$ cat src/design/sps_map.vh
`ifndef SPS_MAP_VH
`define SPS_MAP_VH

// Power states reported on the power_state output.
`define SPS_ST_SHUTDOWN   2'h0
`define SPS_ST_POWERUP    2'h1
`define SPS_ST_ACTIVE     2'h2
`define SPS_ST_DEEP_SLEEP 2'h3

// Clock rate and power-up completion time.
`define SPS_MCLK_KHZ      10000
`define SPS_PWRUP_MAX_MS  100

// Pad indices inside the nine-pad bank.
`define SPS_PAD_RX        0
`define SPS_PAD_TX        1
`define SPS_PAD_RTS       2
`define SPS_PAD_CTS       3
`define SPS_PAD_ACLK      4
`define SPS_PAD_AFSYNC    5
`define SPS_PAD_AIN       6
`define SPS_PAD_AOUT      7
`define SPS_PAD_DBG       8
`define SPS_NUM_PADS      9

// Per-pad configuration masks, one bit per pad index.
`define SPS_SD_PU_MASK    9'h10F
`define SPS_SD_PD_MASK    9'h0F0
`define SPS_ACT_OE_MASK   9'h106
`define SPS_ACT_PU_MASK   9'h009
`define SPS_ACT_PD_MASK   9'h0F0
`define SPS_SLP_OE_MASK   9'h006
`define SPS_SLP_PU_MASK   9'h009
`define SPS_SLP_PD_MASK   9'h0F0

// Reset value of every pad output and output-enable flop.
`define SPS_PAD_RST_OUT   1'h0
`define SPS_PAD_RST_OE    1'h0

`endif

$ cat src/design/sps_sequencer.v
// Summary of operation
// [RULE1] The host keeps shutdown low until both supplies are stable before releasing it.
// [RULE2] The host makes the fast clock stable within 20 ms of shutdown release.
// [RULE3] The host makes the slow clock stable within 2 ms of shutdown release.
// [RULE4] The device drives request-to-send low within 100 ms of shutdown release; here it falls one clock after the 100 ms power-up.
// [RULE5] The host treats a request-to-send that never falls as a failed power-up.
// [RULE6] While shutdown is low the device sits in ultra-low power with all logic reset.
// [RULE7] The host holds shutdown low for at least 5 ms when it resets the device.
// [RULE8] In shutdown and power-up every pad is high impedance with its pull enabled.
// [RULE9] In active and deep sleep the serial and audio pads take their fixed directions and pulls.
// [RULE10] An undriven shutdown pin reads low through its pulldown, keeping shutdown.
// [RULE11] The host drives no non-fail-safe pad while the I/O supply is absent.
// [RULE12] The host times out on request-to-send after release and flags a failure.
`timescale 1ns/10ps
`include "sps_map.vh"

module sps_sequencer
#(
  parameter integer PWRUP_CYCLES = `SPS_PWRUP_MAX_MS * `SPS_MCLK_KHZ
)
(
  input  wire       i_mclk,
  input  wire       i_arst_n,
  input  wire       i_shutdown_low_in,
  input  wire       i_shutdown_low_in_driven,
  input  wire       i_io_supply_ok,
  input  wire       i_host_serial_receive,
  input  wire       i_host_serial_clear_to_send,
  input  wire       i_audio_bit_clock,
  input  wire       i_audio_frame_sync,
  input  wire       i_audio_serial_in,
  input  wire       i_core_serial_transmit,
  input  wire       i_core_rts_hold,
  input  wire       i_core_debug_trace,
  input  wire       i_core_deep_sleep_req,
  output wire       o_host_serial_receive_pu,
  output wire       o_host_serial_transmit,
  output wire       o_host_serial_transmit_oe,
  output wire       o_host_serial_transmit_pu,
  output wire       o_host_serial_request_to_send,
  output wire       o_host_serial_request_to_send_oe,
  output wire       o_host_serial_request_to_send_pu,
  output wire       o_host_serial_clear_to_send_pu,
  output wire       o_audio_bit_clock_pd,
  output wire       o_audio_frame_sync_pd,
  output wire       o_audio_serial_in_pd,
  output wire       o_audio_serial_out,
  output wire       o_audio_serial_out_oe,
  output wire       o_audio_serial_out_pd,
  output wire       o_debug_trace_out,
  output wire       o_debug_trace_out_oe,
  output wire       o_debug_trace_out_pu,
  output reg  [1:0] o_power_state,
  output reg        o_core_rst_n,
  output reg        o_core_serial_receive,
  output reg        o_core_clear_to_send,
  output reg        o_core_audio_bit_clock,
  output reg        o_core_audio_frame_sync,
  output reg        o_core_audio_serial_in
);

  // Power-up length equals the longest allowed time in clock cycles; the counter is 20 bits wide.
  localparam [31:0] PWRUP_LAST_W = PWRUP_CYCLES - 1;
  localparam [19:0] PWRUP_LAST   = PWRUP_LAST_W[19:0];

  // Pad configuration masks, one bit per pad, picked apart by the generate loop below.
  localparam [`SPS_NUM_PADS-1:0] SD_PU_M  = `SPS_SD_PU_MASK;
  localparam [`SPS_NUM_PADS-1:0] SD_PD_M  = `SPS_SD_PD_MASK;
  localparam [`SPS_NUM_PADS-1:0] ACT_OE_M = `SPS_ACT_OE_MASK;
  localparam [`SPS_NUM_PADS-1:0] ACT_PU_M = `SPS_ACT_PU_MASK;
  localparam [`SPS_NUM_PADS-1:0] ACT_PD_M = `SPS_ACT_PD_MASK;
  localparam [`SPS_NUM_PADS-1:0] SLP_OE_M = `SPS_SLP_OE_MASK;
  localparam [`SPS_NUM_PADS-1:0] SLP_PU_M = `SPS_SLP_PU_MASK;
  localparam [`SPS_NUM_PADS-1:0] SLP_PD_M = `SPS_SLP_PD_MASK;

  reg        rst_meta;
  reg        rst_sync;
  reg [19:0] pwrup_cnt;
  reg [1:0]  next_state;
  reg        rts_level;
  reg        rts_pin;
  wire       shutdown_released;
  wire [`SPS_NUM_PADS-1:0] pad_drive;
  wire [`SPS_NUM_PADS-1:0] pad_out;
  wire [`SPS_NUM_PADS-1:0] pad_oe;
  wire [`SPS_NUM_PADS-1:0] pad_pu;
  wire [`SPS_NUM_PADS-1:0] pad_pd;

  // Returns true when the pad bank must be in its shutdown arrangement.
  function is_quiet;
    input [1:0] state;
    begin
      is_quiet = (state == `SPS_ST_SHUTDOWN) || (state == `SPS_ST_POWERUP);
    end
  endfunction

  // Releases the asynchronous reset through two flip-flops.
  always @(posedge i_mclk or negedge i_arst_n)
  begin
    if (!i_arst_n)
    begin
      rst_meta <= 1'h0;
      rst_sync <= 1'h0;
    end
    else
    begin
      rst_meta <= 1'h1;
      rst_sync <= rst_meta;
    end
  end

  // A floating shutdown pin counts as low because of its pulldown.
  assign shutdown_released = i_shutdown_low_in_driven & i_shutdown_low_in;  // [RULE10]

  // Chooses the next power state; shutdown low overrides everything.
  always @*
  begin
    next_state = o_power_state;
    if (!shutdown_released)
      next_state = `SPS_ST_SHUTDOWN;  // [RULE6]
    else
    begin
      case (o_power_state)
        `SPS_ST_SHUTDOWN:
          next_state = `SPS_ST_POWERUP;
        `SPS_ST_POWERUP:
          if (pwrup_cnt == PWRUP_LAST)
            next_state = `SPS_ST_ACTIVE;  // [RULE4]
        `SPS_ST_ACTIVE:
          if (i_core_deep_sleep_req)
            next_state = `SPS_ST_DEEP_SLEEP;
        `SPS_ST_DEEP_SLEEP:
          if (!i_core_deep_sleep_req)
            next_state = `SPS_ST_ACTIVE;
        default:
          next_state = `SPS_ST_SHUTDOWN;
      endcase
    end
  end

  // Holds state, the power-up timer and the core reset.
  always @(posedge i_mclk or negedge rst_sync)
  begin
    if (!rst_sync)
    begin
      o_power_state <= `SPS_ST_SHUTDOWN;
      pwrup_cnt     <= 20'h00000;
      o_core_rst_n  <= 1'h0;
    end
    else
    begin
      o_power_state <= next_state;
      if (o_power_state == `SPS_ST_POWERUP && next_state == `SPS_ST_POWERUP)
        pwrup_cnt <= pwrup_cnt + 20'h00001;
      else
        pwrup_cnt <= 20'h00000;
      o_core_rst_n <= ~is_quiet(next_state);  // [RULE6]
    end
  end

  // Request-to-send sits high by default and follows i_core_rts_hold once power-up completes.
  always @*
  begin
    rts_level = 1'h1;
    if (!is_quiet(o_power_state))
      rts_level = i_core_rts_hold;  // [RULE4]
  end

  // Registers the request-to-send pin in one flop; it reads high whenever the pad is undriven.
  always @(posedge i_mclk or negedge rst_sync)
  begin
    if (!rst_sync)
      rts_pin <= 1'h1;
    else
      rts_pin <= rts_level | is_quiet(next_state);  // [RULE4]
  end

  // Output values offered to the pad bank.
  assign pad_drive = {i_core_debug_trace & (o_power_state == `SPS_ST_ACTIVE),
                      1'h0, 3'h0, 1'h1, rts_level, i_core_serial_transmit, 1'h1};

  // Builds one registered pad controller per pin.
  genvar gi;
  generate
    for (gi = 0; gi < `SPS_NUM_PADS; gi = gi + 1)
    begin : g_pad
      sps_pad
      #(
        .SD_PU  (SD_PU_M[gi]),
        .SD_PD  (SD_PD_M[gi]),
        .ACT_OE (ACT_OE_M[gi]),
        .ACT_PU (ACT_PU_M[gi]),
        .ACT_PD (ACT_PD_M[gi]),
        .SLP_OE (SLP_OE_M[gi]),
        .SLP_PU (SLP_PU_M[gi]),
        .SLP_PD (SLP_PD_M[gi])
      )
      u_pad
      (
        .i_mclk         (i_mclk),
        .i_rst_n        (rst_sync),
        .i_state        (next_state),
        .i_io_supply_ok (i_io_supply_ok),
        .i_drive        (pad_drive[gi]),
        .o_out          (pad_out[gi]),
        .o_oe           (pad_oe[gi]),
        .o_pu           (pad_pu[gi]),
        .o_pd           (pad_pd[gi])
      );
    end
  endgenerate

  // Maps the pad bank onto the named pins; every bit except request-to-send, which comes from rts_pin, comes from a pad flop.
  assign o_host_serial_receive_pu         = pad_pu[`SPS_PAD_RX];    // [RULE9]
  assign o_host_serial_transmit           = pad_out[`SPS_PAD_TX];   // [RULE9]
  assign o_host_serial_transmit_oe        = pad_oe[`SPS_PAD_TX];
  assign o_host_serial_transmit_pu        = pad_pu[`SPS_PAD_TX];
  assign o_host_serial_request_to_send    = rts_pin;
  assign o_host_serial_request_to_send_oe = pad_oe[`SPS_PAD_RTS];
  assign o_host_serial_request_to_send_pu = pad_pu[`SPS_PAD_RTS];
  assign o_host_serial_clear_to_send_pu   = pad_pu[`SPS_PAD_CTS];   // [RULE9]
  assign o_audio_bit_clock_pd             = pad_pd[`SPS_PAD_ACLK];  // [RULE9]
  assign o_audio_frame_sync_pd            = pad_pd[`SPS_PAD_AFSYNC];
  assign o_audio_serial_in_pd             = pad_pd[`SPS_PAD_AIN];
  assign o_audio_serial_out               = pad_out[`SPS_PAD_AOUT];
  assign o_audio_serial_out_oe            = pad_oe[`SPS_PAD_AOUT];
  assign o_audio_serial_out_pd            = pad_pd[`SPS_PAD_AOUT];
  assign o_debug_trace_out                = pad_out[`SPS_PAD_DBG];
  assign o_debug_trace_out_oe             = pad_oe[`SPS_PAD_DBG];
  assign o_debug_trace_out_pu             = pad_pu[`SPS_PAD_DBG];

  // Passes pad inputs to the core only when the pads are live; else idle levels.
  always @(posedge i_mclk or negedge rst_sync)
  begin
    if (!rst_sync)
    begin
      o_core_serial_receive   <= 1'h1;
      o_core_clear_to_send    <= 1'h1;
      o_core_audio_bit_clock  <= 1'h0;
      o_core_audio_frame_sync <= 1'h0;
      o_core_audio_serial_in  <= 1'h0;
    end
    else if (is_quiet(next_state))
    begin
      o_core_serial_receive   <= 1'h1;
      o_core_clear_to_send    <= 1'h1;
      o_core_audio_bit_clock  <= 1'h0;
      o_core_audio_frame_sync <= 1'h0;
      o_core_audio_serial_in  <= 1'h0;
    end
    else
    begin
      o_core_serial_receive   <= i_host_serial_receive;  // [RULE9]
      o_core_clear_to_send    <= i_host_serial_clear_to_send;
      o_core_audio_bit_clock  <= i_audio_bit_clock;
      o_core_audio_frame_sync <= i_audio_frame_sync;
      o_core_audio_serial_in  <= i_audio_serial_in;
    end
  end

endmodule

$ cat src/design/sps_pad.v
`timescale 1ns/10ps
`include "sps_map.vh"

module sps_pad
#(
  parameter [0:0] SD_PU  = 1'h0,
  parameter [0:0] SD_PD  = 1'h0,
  parameter [0:0] ACT_OE = 1'h0,
  parameter [0:0] ACT_PU = 1'h0,
  parameter [0:0] ACT_PD = 1'h0,
  parameter [0:0] SLP_OE = 1'h0,
  parameter [0:0] SLP_PU = 1'h0,
  parameter [0:0] SLP_PD = 1'h0
)
(
  input  wire       i_mclk,
  input  wire       i_rst_n,
  input  wire [1:0] i_state,
  input  wire       i_io_supply_ok,
  input  wire       i_drive,
  output reg        o_out,
  output reg        o_oe,
  output reg        o_pu,
  output reg        o_pd
);

  reg next_oe;
  reg next_pu;
  reg next_pd;

  // Selects drive and pull settings from the power state.
  always @*
  begin
    case (i_state)
      `SPS_ST_ACTIVE:
      begin
        next_oe = ACT_OE;
        next_pu = ACT_PU;
        next_pd = ACT_PD;
      end
      `SPS_ST_DEEP_SLEEP:
      begin
        next_oe = SLP_OE;
        next_pu = SLP_PU;
        next_pd = SLP_PD;
      end
      default:
      begin
        next_oe = 1'h0;   // [RULE8]
        next_pu = SD_PU;  // [RULE8]
        next_pd = SD_PD;  // [RULE8]
      end
    endcase
  end

  // Registers the pad controls; pulls exist only while the I/O ring is powered.
  always @(posedge i_mclk or negedge i_rst_n)
  begin
    if (!i_rst_n)
    begin
      o_out <= `SPS_PAD_RST_OUT;
      o_oe  <= `SPS_PAD_RST_OE;
      o_pu  <= SD_PU & 1'h0;
      o_pd  <= SD_PD & 1'h0;
    end
    else
    begin
      o_out <= i_drive & next_oe;
      o_oe  <= next_oe;
      o_pu  <= next_pu & i_io_supply_ok;  // [RULE8]
      o_pd  <= next_pd & i_io_supply_ok;  // [RULE8]
    end
  end

endmodule

$ cat config.mk
export PLATFORM = sky130hd
export DESIGN_NAME = sps_sequencer
export DESIGN_NICKNAME = d
export VERILOG_FILES = /design/src/design/sps_sequencer.v /design/src/design/sps_pad.v
export VERILOG_INCLUDE_DIRS = /design/src /design/src/design
export SDC_FILE = /design/constraint.sdc
export NUM_CORES = 1
export LEC_CHECK = 0
export BUFFER_PORTS_ARGS = -buffer_cell sky130_fd_sc_hd__buf_2
export CAP_MARGIN = 20
export CORE_ASPECT_RATIO = 1.5
export CORE_MARGIN = 2
export CORE_UTILIZATION = 47
export CTS_CLUSTER_DIAMETER = 150
export DETAILED_ROUTE_END_ITERATION = 8
export HOLD_SLACK_MARGIN = 0.15
export PLACE_DENSITY = 0.72
export SYNTH_ARGS = -nofsm -noshare
export SYNTH_HDL_FRONTEND = slang
export SYNTH_SLANG_ARGS = --single-unit
$ cat constraint.sdc
create_clock -name i_mclk -period 1 [get_ports i_mclk]
set_input_delay 0.3 -clock i_mclk [delete_from_list [all_inputs] [get_ports i_mclk]]
set_output_delay 0.3 -clock i_mclk [all_outputs]
set_load 0.01 [all_outputs]
==> After elaboration in Yosys (flattened, before gate mapping) <==
Cells that the tools add are included.
{ "word_totals": {"register_bits": 37, "input_bits": 14, "wordCells": 53} }
{ "op_classes": {"add_sub_neg": 1, "n_eq_ne": 7, "muxes": 15, "bitwise_logic": 7, "reduce_logical": 6} }
{ "ops": {"columns": ["cell", "n"], "rows": [
  ["$add A20 B1 Y20 const B", 1],
  ["$eq A20 B20 Y1 const B", 1],
  ["$mux W20", 1],
  ["$mux W1", 9],
  ["$eq A2 B2 Y1 const B", 4],
  ["$mux W2", 4],
  ["$pmux W2 S4", 1],
  ["$and A1 B1 Y1", 5],
  ["$eq A2 B1 Y1 const B", 2],
  ["$logic_not A2 Y1", 2],
  ["$logic_or A1 B1 Y1", 2],
  ["$reduce_or A2 Y1", 1],
  ["$logic_and A1 B1 Y1", 1],
  ["$not A1 Y1", 1],
  ["$or A1 B1 Y1", 1]
]} }

==> Logic depth before layout (Yosys ltp) <==
{ "depth": {"word_depth": 8, "depth_mapped": 7, "mapped_depth_nobuf": 5} }

==> Modules after synthesis <==
From an unflattened synthesis, not the netlist that was laid out.
{ "unflattened": {"cells_unflattened": 194, "area_unflattened_um2": 2062.0} }
{ "modules_own_cells": {"columns": ["mod", "n_inst", "cells_per_inst", "area_each_um2", "seq_area_each_um2"], "rows": [
  ["sps_sequencer", 1, 140, 1441.4, 779.5],
  ["sps_pad at g_pad[0].u_pad ...", 6, 5, 51.3, 25.0],
  ["sps_pad at g_pad[1].u_pad ...", 2, 8, 102.6, 75.1],
  ["sps_pad at g_pad[8].u_pad", 1, 8, 107.6, 75.1]
]} }

==> Worst setup path before layout <==
OpenSTA, ideal clock, no wires.
{ "synth_timing": {"kind": "register to register", "startpoint": "register pwrup_cnt[8]", "endpoint": "register g_pad[8].u_pad.o_out", "setup_ns": 0.107, "arrival_ns": 2.037, "slack_ns": -1.144, "path_stages_with_launch": 6, "path_buffers": 1, "synth_period_minus_slack_ns": 2.144, "cell_sequence": "dfrtp_1 or4b_1 or4_1 buf_2 or2_4 a2111oi_4"} }
{ "synth_via": {"elab_chain_len": 7} }
{ "synth_rtl": {"columns": ["item", "line", "rtl"], "rows": [
  ["start: declaration", "sps_sequencer.v:78", "reg [19:0] pwrup_cnt;"],
  ["start signal: assignment", "sps_sequencer.v:154", "pwrup_cnt <= pwrup_cnt + 20'h00001;"],
  ["$eq A20 B20 Y1", "sps_sequencer.v:127", "if (pwrup_cnt == PWRUP_LAST)"],
  ["$mux W2", "sps_sequencer.v:127", null],
  ["$pmux W2 S4", "sps_sequencer.v:123", "case (o_power_state)"],
  ["$mux W2", "sps_sequencer.v:119", "if (!shutdown_released)"],
  ["$eq A2 B2 Y1", "sps_pad.v:34", "case (i_state)"],
  ["$mux W1", "sps_pad.v:34", null],
  ["$and A1 B1 Y1", "sps_pad.v:68", "o_out <= i_drive & next_oe;"],
  ["end signal: assignment", "sps_pad.v:61", "o_out <= `SPS_PAD_RST_OUT;"],
  ["end signal: assignment", "sps_pad.v:68", null],
  ["end: declaration", "sps_pad.v:21", "output reg o_out,"]
]} }
Every way passes these cells.

==> Worst setup path after layout <==
{ "layout_timing": {"startpoint": "register pwrup_cnt[8]", "endpoint": "register o_core_audio_serial_in"} }
{ "layout_via": {"elab_chain_len": 7} }
{ "layout_rtl": {"columns": ["item", "line", "rtl"], "rows": [
  ["$eq A20 B20 Y1 (*)", "sps_sequencer.v:127", null],
  ["$mux W2 (*)", "sps_sequencer.v:127", null],
  ["$pmux W2 S4 (*)", "sps_sequencer.v:123", null],
  ["$mux W2 (*)", "sps_sequencer.v:119", null],
  ["net g_pad[0].u_pad.i_state[1]", "sps_pad.v:18", "input wire [1:0] i_state,"],
  ["$eq A2 B1 Y1 (no source line) or $logic_not A2 Y1 (tied branches)", null, null],
  ["$logic_or A1 B1 Y1 (*)", "sps_sequencer.v:93", "is_quiet = (state == `SPS_ST_SHUTDOWN) || (state == `SPS_ST_POWERUP);"],
  ["$mux W1 (*)", "sps_sequencer.v:243", "else if (is_quiet(next_state))"],
  ["end signal: assignment", "sps_sequencer.v:257", "o_core_audio_serial_in <= i_audio_serial_in;"],
  ["end: declaration", "sps_sequencer.v:59", "output reg o_core_audio_serial_in"]
]} }
The timed path passes the listed nets; every way through them passes the cells marked *.

==> impl_results.md <==
- Core Util, Final: 0.712
- WP buf/inv: 2
- Die Y: 76.8 um
- Diodes inserted: 0
- DRT iter0 DRCs: 14
- Area of the multi-input gates: 737 um2
- Total Wirelength: 3860 um
- CP startpoint kind: flop
- RePlAce Congestion: 0.852
- Design Area, Final: 2410 um2
- Clock buffer depth: 2
- Placement row count: 26
- Initial Utilization: 0.491
- Largest net degree at the start of global routing: 19
- Hold Fails Final Rpt: 0
- Antenna violations before repair: 0
- Seq/Total Area, Yosys: 0.559
- Worst EP arrival: 2.28 ns
- Crit path required time: 1.24 ns
- Drt wl/cell: 14.4 um
- Core ar.: 3380 um2
- Grt total ovfl: 0
- Max Slew Vio Count: 0
- Clk Latency, worst-skew pair: 0.29 ns
- Most numerous cell on the critical path: buf_6
- Clock-pin slew on the worst setup and hold paths: 0.07 ns
- Via-to-Cell Ratio: 5.09
- PortBufs: 36
- First-pass GRT wire length: 6460 um
- TritonCTS Buffers: 5
- #FFs+latches synth: 37
- TritonCTS clock tree: yes
- Share of layout cells above drive strength 1: 0.467
- Async S/R FF share, synth: 1.00
- GRT Overall Usage: 0.216
- Synthesized instance count: 151
- CP max FO: 8
- Top cells by area, synth: dfrtp_1, buf_4, dfstp_2, xnor2_1, nor2_1
- Vias after detailed routing: 1360
- Overall die width: 52.5 um
- Area Overhead vs Synth: 44.9%
- Worst min path class: reg2async
- Worst stage delay on the critical path: 0.52 ns
- Placed cell area: 2120 um2
- Max rail drop VDD: 1.42 mV
- CTS sink count: 37
- FMAX: 0.488 GHz
- FILL cells: 252
- Synth area leader: dfrtp_1
- CP max-delay cell: or4b_4
- Failing checks: setup timing
- # IOs: 39
- Crit path capture type: flop
- Setup TNS: -34.91 ns
- Drt drc: 0
- Power density over the cells: 1140 nW/um2
- Clock H-tree levels: 2
- Vias in the first global route: 1495
- Predominant post-synthesis flop cell: dfrtp_1
- Top Family by Delay on Critical Path: simple AND/OR/NAND/NOR gates
- Tcrit/Tclk final: 2.05
- Final Power: 0.00274 W
- Max-Cap Viols: 0
- Leakage: 1.07 nW
- Register area: 931 um2
- Outcome: finished, violations left
- Top cell type's share of synthesized area: 0.512
- DR pass1 iterations: 4
- Clock root cell: clkbuf_8
- DP HPWL: 2830 um
- Yosys warns: 0
- Die footprint: 4040 um2
- Post-synth EDFFs: 0
- Setup Skew: 0.00533 ns
- Syn avg cell area: 11.0 um2
- R2r setup slk: -1.05 ns
- Period minus WS final: 2.05 ns
- Dpl ws: -1.06 ns
- Synth Cell Area: 1660 um2
- CP Cell Sequence: or4b_4 -> or4_4 -> buf_6 -> o31ai_4 -> buf_6 -> and2_4
- Distinct cells, synth: 34
- Fin worst setup slack: -1.05 ns
- Setup Viol. Count Final: 56
- Nets: 239
- RSZ-0062 raised after global routing: true
- Antenna-violating nets left: 0
- Setup CP Type: reg2reg
[layer usage]
layer,vias to the layer above,wire (um),global-route usage
li1,645,-,-
met1,663,1360,0.233
met2,44,2210,0.390
met3,8,189,0.0486
met4,0,96,0.0821
met5,-,0,0
[sequential cells by signal, summed over array words and instances (netlist names)]
signal,count
o_core_serial_receive,1
o_core_rst_n,1
g_pad.u_pad.o_oe,2
o_core_audio_serial_in,1
o_host_serial_request_to_send,1
g_pad.u_pad.o_pu,1
o_power_state,2
o_core_audio_bit_clock,1
rst_meta,1
o_core_clear_to_send,1
g_pad.u_pad.o_pd,1
o_core_audio_frame_sync,1
rst_sync,1
pwrup_cnt,20
g_pad.u_pad.o_out,2
[stage by stage]
stage                     std cells  hold WS [ns]
after detailed placement        254        0.0859
after global placement          254        0.0841
final                           267         0.132
after global routing            267         0.158
after floorplan                 152       0.00441
after CTS                       266         0.132
[cell usage in the layout, fill, tap and decap left out, drive strengths merged, types with 6 or more instances in the layout]
| cell | instances |
|---|---|
| nand4 | 6 |
| nor2 | 18 |
| nor3 | 6 |
| nand3 | 7 |
| clkbuf | 9 |
| xnor2 | 9 |
| xor2 | 6 |
| dfrtp | 34 |
| nand2 | 7 |
| buf | 74 |
[worst reg2reg max path: cells and delay by family (launching register included)]
family	cells	cell delay, ns
buf+inv	2	0.31
compound gates	1	0.22
flops	1	0.38
simple gates	3	1.09
[power by group]
group	leakage, nW	total [W]	internal, W	switching, W
logic	0.531	0.000159	0.0000749	0.0000844
registers	0.495	0.00152	0.00151	0.0000152
clock network	0.0455	0.00105	0.000561	0.000492
total	1.07	0.00274	0.00215	0.000591
[cell usage after synthesis, drive strengths merged, types with 3 or more instances]
master,count
xor2,6
buf,12
a21oi,4
nand4,6
o31ai,3
inv,3
nor2,18
nor3,6
nand2b,4
or3,3
o21ai,4
dfstp,3
dfrtp,34
nand3,7
and2,4
or4,3
xnor2,9
nand2,7
[area by class of cell]
cell class | count | area share
sequential | 37 | 0.387
inverter | 3 | 0.00468
clock buffer | 8 | 0.0374
tap | 42 | 0.0218
multi-input combinational | 100 | 0.306
timing repair buffer | 77 | 0.243
[what timing repair did]
item                                    4_1_cts  5_1_grt
gates resized for setup                      16       11
setup buffers                                 3        1
hold endpoints to repair                      8        0
hold buffers                                  2        0
pin swaps                                     4        6
endpoints found under the setup margin       56       57
cloned                                        0        1
[path summary, 6_finish.rpt]
path | startpoint | to | depth (start not counted)
worst max-delay path | pwrup_cnt[8] | o_core_audio_serial_in | 6
worst min-delay path | rst_sync | o_core_audio_bit_clock | 0
worst max register to register | pwrup_cnt[8] | o_core_audio_serial_in | 6
worst min register to register | rst_sync | o_core_audio_bit_clock | 0
max in group asynchronous | rst_sync | pwrup_cnt[16] | 1
min in group i_mclk | i_host_serial_receive | o_core_serial_receive | 2
[logic make-up (layout without fill, tap and decap cells)]
group / after synthesis / in the layout / synth area share
and+or+nand+nor: 69 / 69 / 0.225
adders and majority gates: 1 / 1 / 0.00753
buffers and inverters: 15 / 88 / 0.0595
DFF: 37 / 37 / 0.559
AOI/OAI and AO/OA: 12 / 12 / 0.0648
xor gates and xnor gates: 15 / 15 / 0.0791
other: 2 / 3 / 0.00452
No activity file was read; power rests on OpenSTA's default activity.
